[src/local_bus_consts.vh]
`ifndef LOCAL_BUS_CONSTS_VH
`define LOCAL_BUS_CONSTS_VH

// ************************************************************
// transfer type and size codes
// ************************************************************
`define TT_NORMAL_LAST 2'h2
`define TT_IACK        2'h3
`define SIZ_LONG       2'h0
`define SIZ_BYTE       2'h1
`define SIZ_WORD       2'h2

// ************************************************************
// window bases and masks
// ************************************************************
`define MASK_2M        32'hFFE0_0000
`define MASK_128K      32'hFFFE_0000
`define MASK_256B      32'hFFFF_FF00
`define MASK_4K        32'hFFFF_F000
`define MASK_2K        32'hFFFF_F800
`define MASK_32B       32'hFFFF_FFE0
`define MASK_64K       32'hFFFF_0000
`define ALIAS_BASE     32'h0000_0000
`define ROM_LOW_ALIAS_BIT_BASE      32'hFF80_0000
`define ROM1_BASE      32'hFFA0_0000
`define SRAM_DEF_BASE  32'hFFE0_0000
`define IO_FIRST       32'hFFF0_0000
`define IO_LAST        32'hFFFE_FFFF
`define LOCAL_CONTROL_STATUS_SPACE_BASE      32'hFFF4_0000
`define GLOBAL_CONTROL_STATUS_SPACE_BASE      32'hFFF4_0100
`define CTRL_BASE      32'hFFF4_2000
`define ECC_BASE       32'hFFF4_3000
`define SERIAL_BASE    32'hFFF4_5000
`define LAN_BASE       32'hFFF4_6000
`define SCSI_BASE      32'hFFF4_7000
`define CIO_BASE       32'hFFF5_8000
`define CREG_BASE      32'hFFFB_C000
`define BATTERY_BACKED_RAM_BASE     32'hFFFC_0000
`define VME16_BASE     32'hFFFF_0000

// battery ram sub-window, address bits 15:14
`define BB_FWE_OFF     2'h2
`define BB_FWE_ON      2'h3
`define FLASH_WE_RST   1'b0
`define ALIAS_RST      1'b1

// ************************************************************
// target select indices
// ************************************************************
`define NUM_TGT        17
`define T_ROM_LOW_ALIAS_BIT         0
`define T_ROM1         1
`define T_SRAM         2
`define T_SRAM_MEZZ    3
`define T_DRAM         4
`define T_LOCAL_CONTROL_STATUS_SPACE         5
`define T_GLOBAL_CONTROL_STATUS_SPACE         6
`define T_CTRL         7
`define T_ECC          8
`define T_SERIAL       9
`define T_LAN          10
`define T_SCSI         11
`define T_CIO          12
`define T_CREG         13
`define T_BATTERY_BACKED_RAM        14
`define T_VME16        15
`define T_IACK         16

`endif

[src/rom_byte_sizer.v]
`timescale 1ns/100ps
`include "local_bus_consts.vh"
module rom_byte_sizer (
	input  wire        clk,
	input  wire        rst_b,
	input  wire        start,
	input  wire        abort,
	input  wire        rd,
	input  wire [1:0]  size,
	input  wire [1:0]  offset,
	input  wire [31:0] wdata,
	input  wire        wr_allow,
	output wire [1:0]  priv_off,
	output wire        priv_rd,
	output wire        priv_wr,
	output wire [7:0]  priv_wdata,
	input  wire [7:0]  priv_rdata,
	input  wire        priv_ack,
	output wire        done,
	output wire [31:0] rdata
);
	reg        busy_r;
	reg [2:0]  left_r;
	reg [1:0]  off_r;
	reg        rd_r;
	reg        allow_r;
	reg [31:0] wdata_r;
	reg [7:0]  wbyte_r;
	reg [31:0] rdata_r;
	reg        done_r;
	wire [1:0] nxt_off;
	wire       byte_ack;
	reg [2:0]  count_nxt;

	// each byte of a blocked flash write completes at once so the bus cycle is not left hanging
	assign byte_ack   = busy_r & (priv_ack | (~rd_r & ~allow_r));
	assign nxt_off    = off_r + 2'h1;
	assign priv_off   = off_r;
	assign priv_rd    = busy_r & rd_r;
	assign priv_wr    = busy_r & ~rd_r & allow_r;
	assign priv_wdata = wbyte_r;
	assign done       = done_r;
	assign rdata      = rdata_r;

	always @* begin
		case (size)
			`SIZ_BYTE: count_nxt = 3'h1;
			`SIZ_WORD: count_nxt = 3'h2;
			default:   count_nxt = 3'h4;
		endcase
	end

	// big-endian lanes: byte offset 0 sits in bits 31:24
	always @(posedge clk) begin
		if (!rst_b) begin
			busy_r  <= 1'b0;
			left_r  <= 3'h0;
			off_r   <= 2'h0;
			rd_r    <= 1'b0;
			allow_r <= 1'b0;
			wdata_r <= 32'h0000_0000;
			wbyte_r <= 8'h00;
			rdata_r <= 32'h0000_0000;
			done_r  <= 1'b0;
		end else begin
			done_r <= 1'b0;
			if (abort) begin
				busy_r <= 1'b0;
			end else if (start) begin
				busy_r  <= 1'b1;
				left_r  <= count_nxt;
				off_r   <= offset;
				rd_r    <= rd;
				allow_r <= wr_allow;
				wdata_r <= wdata;
				wbyte_r <= wdata[{~offset, 3'b000} +: 8];
				rdata_r <= 32'h0000_0000;
			end else if (byte_ack) begin
				if (rd_r)
					rdata_r[{~off_r, 3'b000} +: 8] <= priv_rdata;
				off_r   <= nxt_off;
				wbyte_r <= wdata_r[{~nxt_off, 3'b000} +: 8];
				left_r  <= left_r - 3'h1;
				if (left_r == 3'h1) begin
					busy_r <= 1'b0;
					done_r <= 1'b1;
				end
			end
		end
	end
endmodule

[src/local_bus_address_decoder.v]
// Overview of operation
// RULE1: transfer types 0, 1 and 2 are decoded through the normal memory map.
// RULE2: onboard logic answers normal cycles and interrupt acknowledge cycles.
// RULE3: while the alias bit is high, the first boot block also answers at 0-1FFFFF.
// RULE4: every reset forces the alias bit to one.
// RULE5: software clears the alias bit before mapping memory at the bottom 2 MB.
// RULE6: unclaimed ranges go unanswered and time out when the timer is enabled.
// RULE7: reserved windows never acknowledge; enabled timer ends them with error.
// RULE8: ecc controller windows answer only when the ecc mezzanine is fitted.
// RULE9: local csr writes must be 32 bits; narrower writes end with error.
// RULE10: global csr writes and all csr reads accept 8, 16 or 32 bits.
// RULE11: software should read the interrupt vector with byte reads.
// RULE12: masters reach the serial controllers with byte cycles only.
// RULE13: lan port commands are two 16-bit writes, upper word first.
// RULE14: boot rom and flash accesses are split into 8-bit private bus cycles.
// RULE15: sram is 128 KB onboard, or 2 MB with mezzanine and onboard disabled.
// RULE16: FFF00000-FFFEFFFF is the local i/o area, split into peripheral windows.
// RULE17: software maps onboard i/o as cache-inhibited and serialized.
// RULE18: both battery ram aliases reach it, and also disable or enable flash writes.
// RULE19: at most one target select per access, held until that target terminates.
`timescale 1ns/100ps
`include "local_bus_consts.vh"
module local_bus_address_decoder #(
	parameter TIMEOUT_CYCLES = 256,
	parameter DRAM_SIZE_LOG2 = 22
) (
	input  wire                  clk,
	input  wire                  rst_b,
	input  wire                  bus_start,
	input  wire [31:0]           bus_addr,
	input  wire [1:0]            transfer_type_code,
	input  wire                  bus_read,
	input  wire [1:0]            bus_size,
	input  wire [31:0]           bus_wdata,
	input  wire                  bus_timer_en,
	input  wire [31:0]           dram_base,
	input  wire                  dram_en,
	input  wire [31:0]           sram_base,
	input  wire                  sram_en,
	input  wire                  rom_alias_clear,
	input  wire                  ecc_mezz_fitted,
	input  wire                  sram_mezz_fitted,
	input  wire                  tgt_ack,
	input  wire [31:0]           tgt_rdata,
	input  wire [7:0]            rom_rdata,
	input  wire                  rom_byte_ack,
	output wire [`NUM_TGT-1:0]   target_sel,
	output wire                  bus_ack,
	output wire                  transfer_error_ack,
	output wire [31:0]           bus_rdata,
	output wire                  rom_low_alias_bit,
	output wire                  flash_write_en,
	output wire [31:0]           rom_addr,
	output wire                  rom_rd,
	output wire                  rom_wr,
	output wire [7:0]            rom_wdata
);
	localparam [1:0]  ST_IDLE = 2'h0;
	localparam [1:0]  ST_WAIT = 2'h1;
	localparam [1:0]  ST_ROM  = 2'h2;
	localparam [31:0] TO_FULL = TIMEOUT_CYCLES - 1;
	localparam [31:0] SH_FULL = DRAM_SIZE_LOG2;
	localparam [15:0] TO_LAST = TO_FULL[15:0];
	localparam [5:0]  DRAM_SH = SH_FULL[5:0];

	reg [1:0]          state_r;
	reg [`NUM_TGT-1:0] sel_r;
	reg [31:0]         addr_r;
	reg [15:0]         cnt_r;
	reg                ack_r;
	reg                tea_r;
	reg [31:0]         rdata_r;
	reg                alias_r;
	reg                fwe_r;
	reg                sz_start_r;
	reg                ecc_meta_r;
	reg                ecc_fit_r;
	reg                smz_meta_r;
	reg                smz_fit_r;
	reg [`NUM_TGT-1:0] dec;
	wire [31:0]        dram_mask;
	wire [31:0]        sram_mask;
	wire               width_err;
	wire               timed_out;
	wire               sz_done;
	wire [31:0]        sz_rdata;
	wire [1:0]         sz_off;

	function hit;
		input [31:0] a;
		input [31:0] base;
		input [31:0] mask;
		begin
			hit = ((a & mask) == base);
		end
	endfunction

	// ************************************************************
	// mezzanine presence straps come from off-chip
	// ************************************************************
	always @(posedge clk) begin
		if (!rst_b) begin
			ecc_meta_r <= 1'b0;
			ecc_fit_r  <= 1'b0;
			smz_meta_r <= 1'b0;
			smz_fit_r  <= 1'b0;
		end else begin
			ecc_meta_r <= ecc_mezz_fitted;
			ecc_fit_r  <= ecc_meta_r;
			smz_meta_r <= sram_mezz_fitted;
			smz_fit_r  <= smz_meta_r;
		end
	end

	// ************************************************************
	// address decode
	// ************************************************************
	assign dram_mask = ~((32'h0000_0001 << DRAM_SH) - 32'h0000_0001);
	assign sram_mask = smz_fit_r ? `MASK_2M : `MASK_128K; // RULE15

	// priority chain keeps the decode one-hot or all zero
	always @* begin
		dec = {`NUM_TGT{1'b0}};
		if (transfer_type_code == `TT_IACK)
			dec[`T_IACK] = 1'b1; // RULE2
		else if (alias_r && hit(bus_addr, `ALIAS_BASE, `MASK_2M))
			dec[`T_ROM_LOW_ALIAS_BIT] = 1'b1; // RULE3 RULE1
		else if (hit(bus_addr, `ROM_LOW_ALIAS_BIT_BASE, `MASK_2M))
			dec[`T_ROM_LOW_ALIAS_BIT] = 1'b1;
		else if (hit(bus_addr, `ROM1_BASE, `MASK_2M))
			dec[`T_ROM1] = 1'b1;
		else if (hit(bus_addr, `SRAM_DEF_BASE, `MASK_128K))
			dec[`T_SRAM] = ~smz_fit_r; // RULE15
		else if (bus_addr >= `IO_FIRST && bus_addr <= `IO_LAST) begin // RULE16
			// anything below not listed is reserved and never answers
			if (hit(bus_addr, `LOCAL_CONTROL_STATUS_SPACE_BASE, `MASK_256B))
				dec[`T_LOCAL_CONTROL_STATUS_SPACE] = 1'b1;
			else if (hit(bus_addr, `GLOBAL_CONTROL_STATUS_SPACE_BASE, `MASK_256B))
				dec[`T_GLOBAL_CONTROL_STATUS_SPACE] = 1'b1; // RULE10
			else if (hit(bus_addr, `CTRL_BASE, `MASK_4K))
				dec[`T_CTRL] = 1'b1;
			else if (hit(bus_addr, `ECC_BASE, `MASK_4K))
				dec[`T_ECC] = ecc_fit_r; // RULE8
			else if (hit(bus_addr, `SERIAL_BASE, `MASK_4K))
				dec[`T_SERIAL] = 1'b1;
			else if (hit(bus_addr, `LAN_BASE, `MASK_4K))
				dec[`T_LAN] = 1'b1;
			else if (hit(bus_addr, `SCSI_BASE, `MASK_4K))
				dec[`T_SCSI] = 1'b1;
			else if (hit(bus_addr, `CIO_BASE, `MASK_2K))
				dec[`T_CIO] = 1'b1;
			else if (hit(bus_addr, `CREG_BASE, `MASK_32B))
				dec[`T_CREG] = 1'b1;
			else if (hit(bus_addr, `BATTERY_BACKED_RAM_BASE, `MASK_64K))
				dec[`T_BATTERY_BACKED_RAM] = 1'b1; // RULE18
		end else if (hit(bus_addr, `VME16_BASE, `MASK_64K))
			dec[`T_VME16] = 1'b1;
		else if (sram_en && smz_fit_r && hit(bus_addr, sram_base & sram_mask, sram_mask))
			dec[`T_SRAM_MEZZ] = 1'b1; // RULE15
		else if (sram_en && hit(bus_addr, sram_base & sram_mask, sram_mask))
			dec[`T_SRAM] = 1'b1;
		else if (dram_en && hit(bus_addr, dram_base & dram_mask, dram_mask))
			dec[`T_DRAM] = 1'b1; // RULE6
	end

	// reads of either csr space and global csr writes pass at any width
	assign width_err = dec[`T_LOCAL_CONTROL_STATUS_SPACE] & ~bus_read & (bus_size != `SIZ_LONG); // RULE9 RULE10
	assign timed_out = bus_timer_en & (cnt_r == TO_LAST); // RULE6 RULE7

	// ************************************************************
	// cycle control
	// ************************************************************
	always @(posedge clk) begin
		if (!rst_b) begin
			state_r    <= ST_IDLE;
			sel_r      <= {`NUM_TGT{1'b0}};
			addr_r     <= 32'h0000_0000;
			cnt_r      <= 16'h0000;
			ack_r      <= 1'b0;
			tea_r      <= 1'b0;
			rdata_r    <= 32'h0000_0000;
			alias_r    <= `ALIAS_RST; // RULE4
			fwe_r      <= `FLASH_WE_RST;
			sz_start_r <= 1'b0;
		end else begin
			ack_r      <= 1'b0;
			tea_r      <= 1'b0;
			sz_start_r <= 1'b0;
			if (rom_alias_clear)
				alias_r <= 1'b0;
			case (state_r)
				ST_IDLE: begin
					if (bus_start) begin
						addr_r <= bus_addr;
						cnt_r  <= 16'h0000;
						if (width_err) begin
							tea_r <= 1'b1; // RULE9
						end else begin
							sel_r <= dec; // RULE19
							if (dec[`T_BATTERY_BACKED_RAM] && bus_addr[15:14] == `BB_FWE_OFF)
								fwe_r <= 1'b0; // RULE18
							else if (dec[`T_BATTERY_BACKED_RAM] && bus_addr[15:14] == `BB_FWE_ON)
								fwe_r <= 1'b1; // RULE18
							if (dec[`T_ROM_LOW_ALIAS_BIT] | dec[`T_ROM1]) begin
								sz_start_r <= 1'b1; // RULE14
								state_r    <= ST_ROM;
							end else begin
								state_r <= ST_WAIT;
							end
						end
					end
				end
				ST_WAIT: begin
					// an empty select waits for the timer alone
					if ((|sel_r) && tgt_ack) begin
						ack_r   <= 1'b1;
						rdata_r <= tgt_rdata;
						sel_r   <= {`NUM_TGT{1'b0}}; // RULE19
						state_r <= ST_IDLE;
					end else if (timed_out) begin
						tea_r   <= 1'b1; // RULE6 RULE7 RULE8
						sel_r   <= {`NUM_TGT{1'b0}};
						state_r <= ST_IDLE;
					end else if (bus_timer_en) begin
						cnt_r <= cnt_r + 16'h0001;
					end
				end
				ST_ROM: begin
					if (sz_done) begin
						ack_r   <= 1'b1;
						rdata_r <= sz_rdata; // RULE14
						sel_r   <= {`NUM_TGT{1'b0}};
						state_r <= ST_IDLE;
					end else if (timed_out) begin
						tea_r   <= 1'b1;
						sel_r   <= {`NUM_TGT{1'b0}};
						state_r <= ST_IDLE;
					end else if (bus_timer_en) begin
						cnt_r <= cnt_r + 16'h0001;
					end
				end
				default: begin
					sel_r   <= {`NUM_TGT{1'b0}};
					state_r <= ST_IDLE;
				end
			endcase
		end
	end

	// ************************************************************
	// private byte bus for boot rom and flash
	// ************************************************************
	// flash writes outside the enable window finish without a strobe
	rom_byte_sizer u_sizer (
		.clk        (clk),
		.rst_b      (rst_b),
		.start      (sz_start_r),
		.abort      (state_r == ST_ROM && timed_out && !sz_done),
		.rd         (bus_read),
		.size       (bus_size),
		.offset     (addr_r[1:0]),
		.wdata      (bus_wdata),
		.wr_allow   (fwe_r),
		.priv_off   (sz_off),
		.priv_rd    (rom_rd),
		.priv_wr    (rom_wr),
		.priv_wdata (rom_wdata),
		.priv_rdata (rom_rdata),
		.priv_ack   (rom_byte_ack),
		.done       (sz_done),
		.rdata      (sz_rdata)
	);

	assign rom_addr           = {addr_r[31:2], sz_off};
	assign target_sel         = sel_r;
	assign bus_ack            = ack_r;
	assign transfer_error_ack = tea_r;
	assign bus_rdata          = rdata_r;
	assign rom_low_alias_bit  = alias_r;
	assign flash_write_en     = fwe_r;
endmodule

[config.mk]
export PLATFORM = sky130hd
export DESIGN_NAME = local_bus_address_decoder
export DESIGN_NICKNAME = d
export VERILOG_FILES = /design/src/rom_byte_sizer.v /design/src/local_bus_address_decoder.v
export VERILOG_INCLUDE_DIRS = /design/src
export SDC_FILE = /design/constraint.sdc
export NUM_CORES = 1
export LEC_CHECK = 0
export BUFFER_PORTS_ARGS = -buffer_cell sky130_fd_sc_hd__buf_2
export CORE_MARGIN = 2
export CORE_UTILIZATION = 44
export CTS_BUF_LIST = sky130_fd_sc_hd__clkbuf_4 sky130_fd_sc_hd__clkbuf_8
export DETAILED_ROUTE_END_ITERATION = 10
export PLACE_DENSITY = 0.7
export SLEW_MARGIN = 30
export SYNTH_ARGS = -nofsm -noshare
export SYNTH_HDL_FRONTEND = slang
export SYNTH_SLANG_ARGS = --single-unit
[constraint.sdc]
create_clock -name clk -period 4.1 [get_ports clk]
set_input_delay 0.82 -clock clk [delete_from_list [all_inputs] [get_ports clk]]
set_output_delay 0.82 -clock clk [all_outputs]
set_load 0.05 [all_outputs]
; ---- Yosys cells after proc, flatten, opt, wreduce, memory -nomap -nowiden
; Index checks and enable logic that the tools add are counted.
[word_totals]
regBits = 189
input_bits = 184
out_inout_bits = 95
word_cells = 213
[classes]
n_addsub = 4
n_lt_le_gt_ge = 2
n_eq_ne = 31
shift = 4
muxes = 90
n_bitwise = 25
reduce_logical = 34
[ops]
columns = op, n
row1 = $mux 32, 5
row2 = $eq 20x20->1 const B, 5
row3 = $mux 16, 6
row4 = $mux 17, 5
row5 = $and 32x32->32, 2
row6 = $pmux 32 s2, 1
row7 = $shiftx 32x6->8, 2
row8 = $pmux 17 s3, 1
row9 = $eq 24x24->1 const B, 2
row10 = $pmux 16 s3, 1
row11 = $mux 1, 38
row12 = $bwmux 32, 1
row13 = $eq 16x16->1 const B, 2
row14 = $eq 32x32->1, 1
row15 = $ge 32x32->1 const B, 1
row16 = $le 32x32->1 const B, 1
row17 = $logic_not 32->1, 1
row18 = $shift 8x7->32 const A, 1
row19 = $shiftx 8x7->32, 1
row20 = $mux 15, 2
row21 = $eq 27x27->1 const B, 1
row22 = $mux 8, 3
row23 = $eq 11x11->1 const B, 2
row24 = $eq 21x21->1 const B, 1
row25 = other kinds (42), 104

; ---- Logic depth before layout (Yosys ltp)
[depth]
word_depth = 22
ltp_mapped = 10
depth_no_buf = 8

; ---- Cells and area by module
; A second synthesis with hierarchy kept.
[unflattened]
cells_unflattened = 1020
area_unflattened_um2 = 8816.0
[modules_own_cells]
columns = mod, n_inst, cells_per_inst, area_each_um2, seq_area_each_um2
row1 = local_bus_address_decoder, 1, 606, 5088.6, 2162.1
row2 = rom_byte_sizer, 1, 414, 3727.3, 1621.6

; ---- Worst setup path before layout
; No wires, ideal clock.
[synth_timing]
path_type = flip-flop to flip-flop
from = register u_sizer.off_r[0] (netlist: u_sizer.priv_off[0])
to = register u_sizer.rdata_r[0] (netlist: u_sizer.rdata[0])
setup_ns = 0.070
arrival_time_ns = 2.499
required_time_ns = 4.030
slack_ns = 1.530
stages_incl_launch_ff = 7
n_path_buf = 1
period_less_slack_ns = 2.570
cell_sequence = dfxtp_1 inv_1 ha_1 buf_1 nor4b_1 nand3_1 a21boi_1
[synth_between]
elab_chain_len = 7
word_cells_on_any_way = 8
classes_between = add/sub (1) / shift (2) / mux (4) / bitwise (1)
[synth_rtl]
columns = element, line_no
row1 = from (decl), rom_byte_sizer.v:24  ; reg [1:0] off_r;
row2 = from (signal assigned), rom_byte_sizer.v:72  ; off_r <= offset;
row3 = from (signal assigned), rom_byte_sizer.v:81  ; off_r <= nxt_off;
row4 = $not 2->2 *, rom_byte_sizer.v:80  ; rdata_r[{~off_r, 3'b000} +: 8] <= priv_rdata;
row5 = $neg 5->7 *, rom_byte_sizer.v:80
row6 = $shiftx 8x7->32 / $shift 8x7->32 (equally long branches), rom_byte_sizer.v:80
row7 = $bwmux 32 *, rom_byte_sizer.v:80
row8 = $mux 32 *, rom_byte_sizer.v:79  ; if (rd_r)
row9 = $mux 32 *, rom_byte_sizer.v:78  ; end else if (byte_ack) begin
row10 = $mux 32 *, rom_byte_sizer.v:69  ; end else if (start) begin
row11 = "to (signal, indexed assignment)", rom_byte_sizer.v:80
row12 = to (decl), rom_byte_sizer.v:29  ; reg [31:0] rdata_r;
; Mark *: on every way between the ends. The rest lies on a longest branch, timed or not. The select of a mux whose other input is x is not followed.
; A chain may end at the register's enable or synchronous reset.

; ---- Worst setup path after layout
[layout_timing]
from = register cnt_r[9]
to = register u_sizer.left_r[2]
[layout_between]
elab_chain_len = 6
[layout_rtl]
columns = element, line_no
row1 = from (decl), local_bus_address_decoder.v:69  ; reg [15:0] cnt_r;
row2 = from (signal assigned), local_bus_address_decoder.v:225  ; cnt_r <= cnt_r + 16'h0001;
row3 = from (signal assigned), local_bus_address_decoder.v:239  ; cnt_r <= cnt_r + 16'h0001;
row4 = $eq 16x8->1, local_bus_address_decoder.v:168  ; assign timed_out = bus_timer_en & (cnt_r == TO_LAST);
row5 = $and 1x1->1, local_bus_address_decoder.v:168
row6 = $logic_and 1x1->1 (2 in series), local_bus_address_decoder.v:258  ; .abort (state_r == ST_ROM && timed_out && !sz_done),
row7 = $not 1->1 (no line), n/a
row8 = $reduce_and 2->1 (no line), n/a
row9 = to (signal assigned), rom_byte_sizer.v:71  ; left_r <= count_nxt;
row10 = to (signal assigned), rom_byte_sizer.v:83  ; left_r <= left_r - 3'h1;
row11 = to (decl), rom_byte_sizer.v:23  ; reg [2:0] left_r;
; Every way passes these cells.

==> results.tsv <==
stage	metric	value	unit
clock_network	hold buffers post-CTS	0	
logic_synthesis	Synth Area in Compound Gates	0.146	
sta	RSZ-0062 raised after global routing	no	
placed_design	hpwl dp	17100	um
sta	Final Hold Viols	0	
cells_and_area	Post-Layout Inst Area	11000	um2
worst_setup_path	CP max stage delay	0.64	ns
clock_network	worst skew pair latency	0.48	ns
logic_synthesis	Syn Inst Count	1024	
clock_network	clk buf depth	2	
clock_network	CTS root buf	clkbuf_8	
detailed_routing	post-DR wirelength/cell	16.0	um
pwr	pwr dens	354	nW/um2
worst_setup_path	Setup CP Type	reg -> reg	
clock_network	post_cts resized	0	
sta	Final Max Slew Viols	0	
grt	vias in the first global route	7419	
logic_synthesis	flop and latch count out of synthesis	189	
placed_design	IO buf count	239	
floorplanning	Die ar.	22600	um2
grt	initial antenna violation count	2	
detailed_routing	drt drc	0	
logic_synthesis	post-synth top area cell	dfxtp_1	
status	status	completed	
pwr	total leakage power	0.00493	uW
flow_run	Max Cap Viol	0	
logic_synthesis	top cell type's share of synthesized area	0.401	
detailed_routing	DR pass1 iterations	5	
sta	final setup vio count	0	
cells_and_area	share of cells above drive strength 1	0.265	
logic_synthesis	mux contribution to synthesized area	0.118	
placed_design	gpl congestion	0.876	
sta	Max Fclk	419	MHz
detailed_routing	Iter 0 DRT Violations	463	
worst_setup_path	Worst EP required	4.46	ns
logic_synthesis	Post-Synth Simple-Gate Area	0.213	
logic_synthesis	combinational family with the most area after synthesis	simple AND/OR/NAND/NOR gates	
floorplanning	die width	150	um
logic_synthesis	Synth Area in XOR/XNOR	0.0344	
logic_synthesis	adder-cell share of the synthesized area	0.0186	
worst_setup_path	crit-path max FO	28	
clock_network	CTS H-Tree Depth	4	
worst_setup_path	r2r startpoint	cnt_r[9]	
worst_setup_path	CP Capture Type	register	
grt	gr busiest metal	met2	
grt	Total GRT Usage	0.211	
grt	met3 Use GR	0.0397	
clock_network	Setup Buffers After CTS	0	
clock_network	Clock transition at path regs	0.10	ns
cells_and_area	final core utilization	0.521	
floorplanning	Row Count	53	
worst_setup_path	Reg2Reg Depth	7	
clock_network	CTS tree	done	
clock_network	TritonCTS buffer count	17	
cells_and_area	Fillers	2021	
floorplanning	height of the die	150	um
cells_and_area	Syn-to-layout area delta	16.3	%
floorplanning	core region area	21000	um2
sta	Worst-Margin Slew	0.929	ns
pwr	worst vdd ir	0.178	mV
worst_setup_path	Slowest-stage cell, CP	or4_1	
detailed_routing	Post-Route WL	23700	um
grt	met2 usage	0.336	
worst_setup_path	worst setup path endpoint	u_sizer.left_r[2]	
grt	GR met1 Demand/Resource	0.287	
worst_setup_path	Setup crit start	cnt_r[9]	
worst_setup_path	CP Data Arrival Time	2.75	ns
logic_synthesis	top_reg_cell synth	dfxtp_1	
logic_synthesis	Post-synth EDFFs	0	
sta	skew final	0.0175	ns
worst_setup_path	reg2reg end	u_sizer.left_r[2]	
cells_and_area	nets@finish	1392	
pwr	Pwr Total	3880	uW
floorplanning	io pins	279	
clock_network	CTS Sinks	189	
sta	slew margin rel.	0.380	
logic_synthesis	Syn Nets	1222	
logic_synthesis	Seq/Total Area, Yosys	0.401	
logic_synthesis	Synth Cell Area	9430	um2
detailed_routing	vias per cell	5.37	
worst_setup_path	cells along the critical path	or4_1 -> nor4_4 -> a21boi_4 -> buf_4 -> nor4bb_1 -> a21oi_1 -> a21boi_1	
grt	GRT overflow	0	
detailed_routing	via count	7973	
sta	hold slack	0.446	ns
logic_synthesis	Cell variety after synth	57	
logic_synthesis	Syn. warnings	0	
sta	crit path time final	2.39	ns
logic_synthesis	Avg Cell Area, Syn	9.21	um2
grt	global-route wire length before repair	37800	um
worst_hold_path	HP Class	reg -> reg	
worst_setup_path	Critical Path Source Type	register	
placed_design	Cell Area, Placed	10500	um2
worst_hold_path	Hold Startpoint	smz_meta_r	
logic_synthesis	largest cells by area after synthesis	dfxtp_1 (40%), mux2i_1 (8.0%), nand2_1 (5.3%)	
logic_synthesis	Async SR Flop Fraction	0	
sta	setup_tns	0	ns
floorplanning	Initial Util	0.448	
sta	fin crit share	0.582	
worst_setup_path	flop2flop setup slack	1.71	ns
grt	largest net degree at the start of global routing	68	
detailed_routing	Post-DRT Antenna Nets	0	
==> sequential cells by signal (all words and copies together) (netlist names), 2 cells and up <==
register and cells:
bus_rdata 32, state_r 2, cnt_r 16, u_sizer.wdata_r 32, u_sizer.priv_off 2, u_sizer.priv_wdata 8, addr_r 32, target_sel 17
u_sizer.left_r 3, u_sizer.rdata 32
==> worst max-delay path: cells and delay by family (launching register included) <==
kind	cells	cell delay (ns)
AOI/OAI and AO/OA	3	0.40
buffers and inverters	1	0.26
DFF	1	0.37
and+or+nand+nor	3	1.26
==> metal layers <==
metal  up-vias  wire (um)
met2       263      11000
met5         -         13
met4         2        354
met3        27       1430
met1      3744      10900
li1       3937          -
==> stage by stage <==
| step | setup WS, ns | cells |
|---|---|---|
| 5_1_grt | 1.54 | 1483 |
| 4_1_cts | 1.70 | 1482 |
| 6_report | 1.71 | 1484 |
| 2_1_floorplan | 1.53 | 1024 |
| 3_5_place_dp | 1.28 | 1450 |
| 3_3_place_gp | 1.30 | 1450 |
==> report_power, final <==
group / total, uW / switching (uW) / leakage [uW] / internal [uW]
logic: 619 / 416 / 0.00318 / 204
clock network: 1330 / 732 / 0.000217 / 594
registers: 1930 / 35.7 / 0.00153 / 1890
==> final cells by class <==
class / count / area (um2) / share of cell area
well taps: 275 / 344 / 0.0314
inverters: 17 / 63.8 / 0.00582
diodes: 2 / 5.00 / 0.000457
flip-flops and latches: 189 / 3780 / 0.345
clock buffers: 19 / 255 / 0.0233
clock inverters: 13 / 180 / 0.0164
multi-input cells: 718 / 5040 / 0.460
repair buffers: 251 / 1290 / 0.118
==> synthesized netlist by cell type, types with 17 or more instances <==
master / count
a21boi_0: 37
a21boi_1: 33
buf_4: 33
clkbuf_1: 46
dfxtp_1: 189
inv_1: 17
mux2i_1: 75
nand2_1: 133
nand3_1: 68
nand4_1: 24
nor2_1: 38
nor2b_1: 38
nor4_1: 21
o211a_1: 41
o21ai_0: 42
xnor2_1: 37
==> worst min-delay path by stage <==
stage               cells after the start   endpoint  slack (ns)
global route                            1  smz_fit_r        0.45
floorplan                               1  ecc_fit_r        0.41
global placement                        1  ecc_fit_r        0.42
detailed placement                      1  smz_fit_r        0.42
finish                                  1  smz_fit_r        0.45
CTS                                     1  smz_fit_r        0.45
==> layout by cell type (no fill, tap or decap), types with 8 or more instances in the layout <==
master and count:
a21boi_0 37, a21boi_1 33, a21oi_1 16, and3_1 8, buf_2 238, buf_4 13, clkbuf_8 18, dfxtp_1 189
ha_1 13, inv_1 17, mux2i_1 75, mux4_2 16, nand2_1 133, nand3_1 68, nand4_1 24, nor2_1 37
nor2b_1 38, nor3_1 9, nor4_1 21, o211a_1 41, o21ai_0 42, xnor2_1 37
==> cell families after synthesis <==
group | count (synthesis)
AND/OR/NAND/NOR | 389
flip-flops | 189
AO/OA/AOI/OAI | 187
buffers and inverters | 117
multiplexers | 91
XOR/XNOR | 37
adder cells (fa/ha/maj) | 14
(Power assumes the default switching activity.)
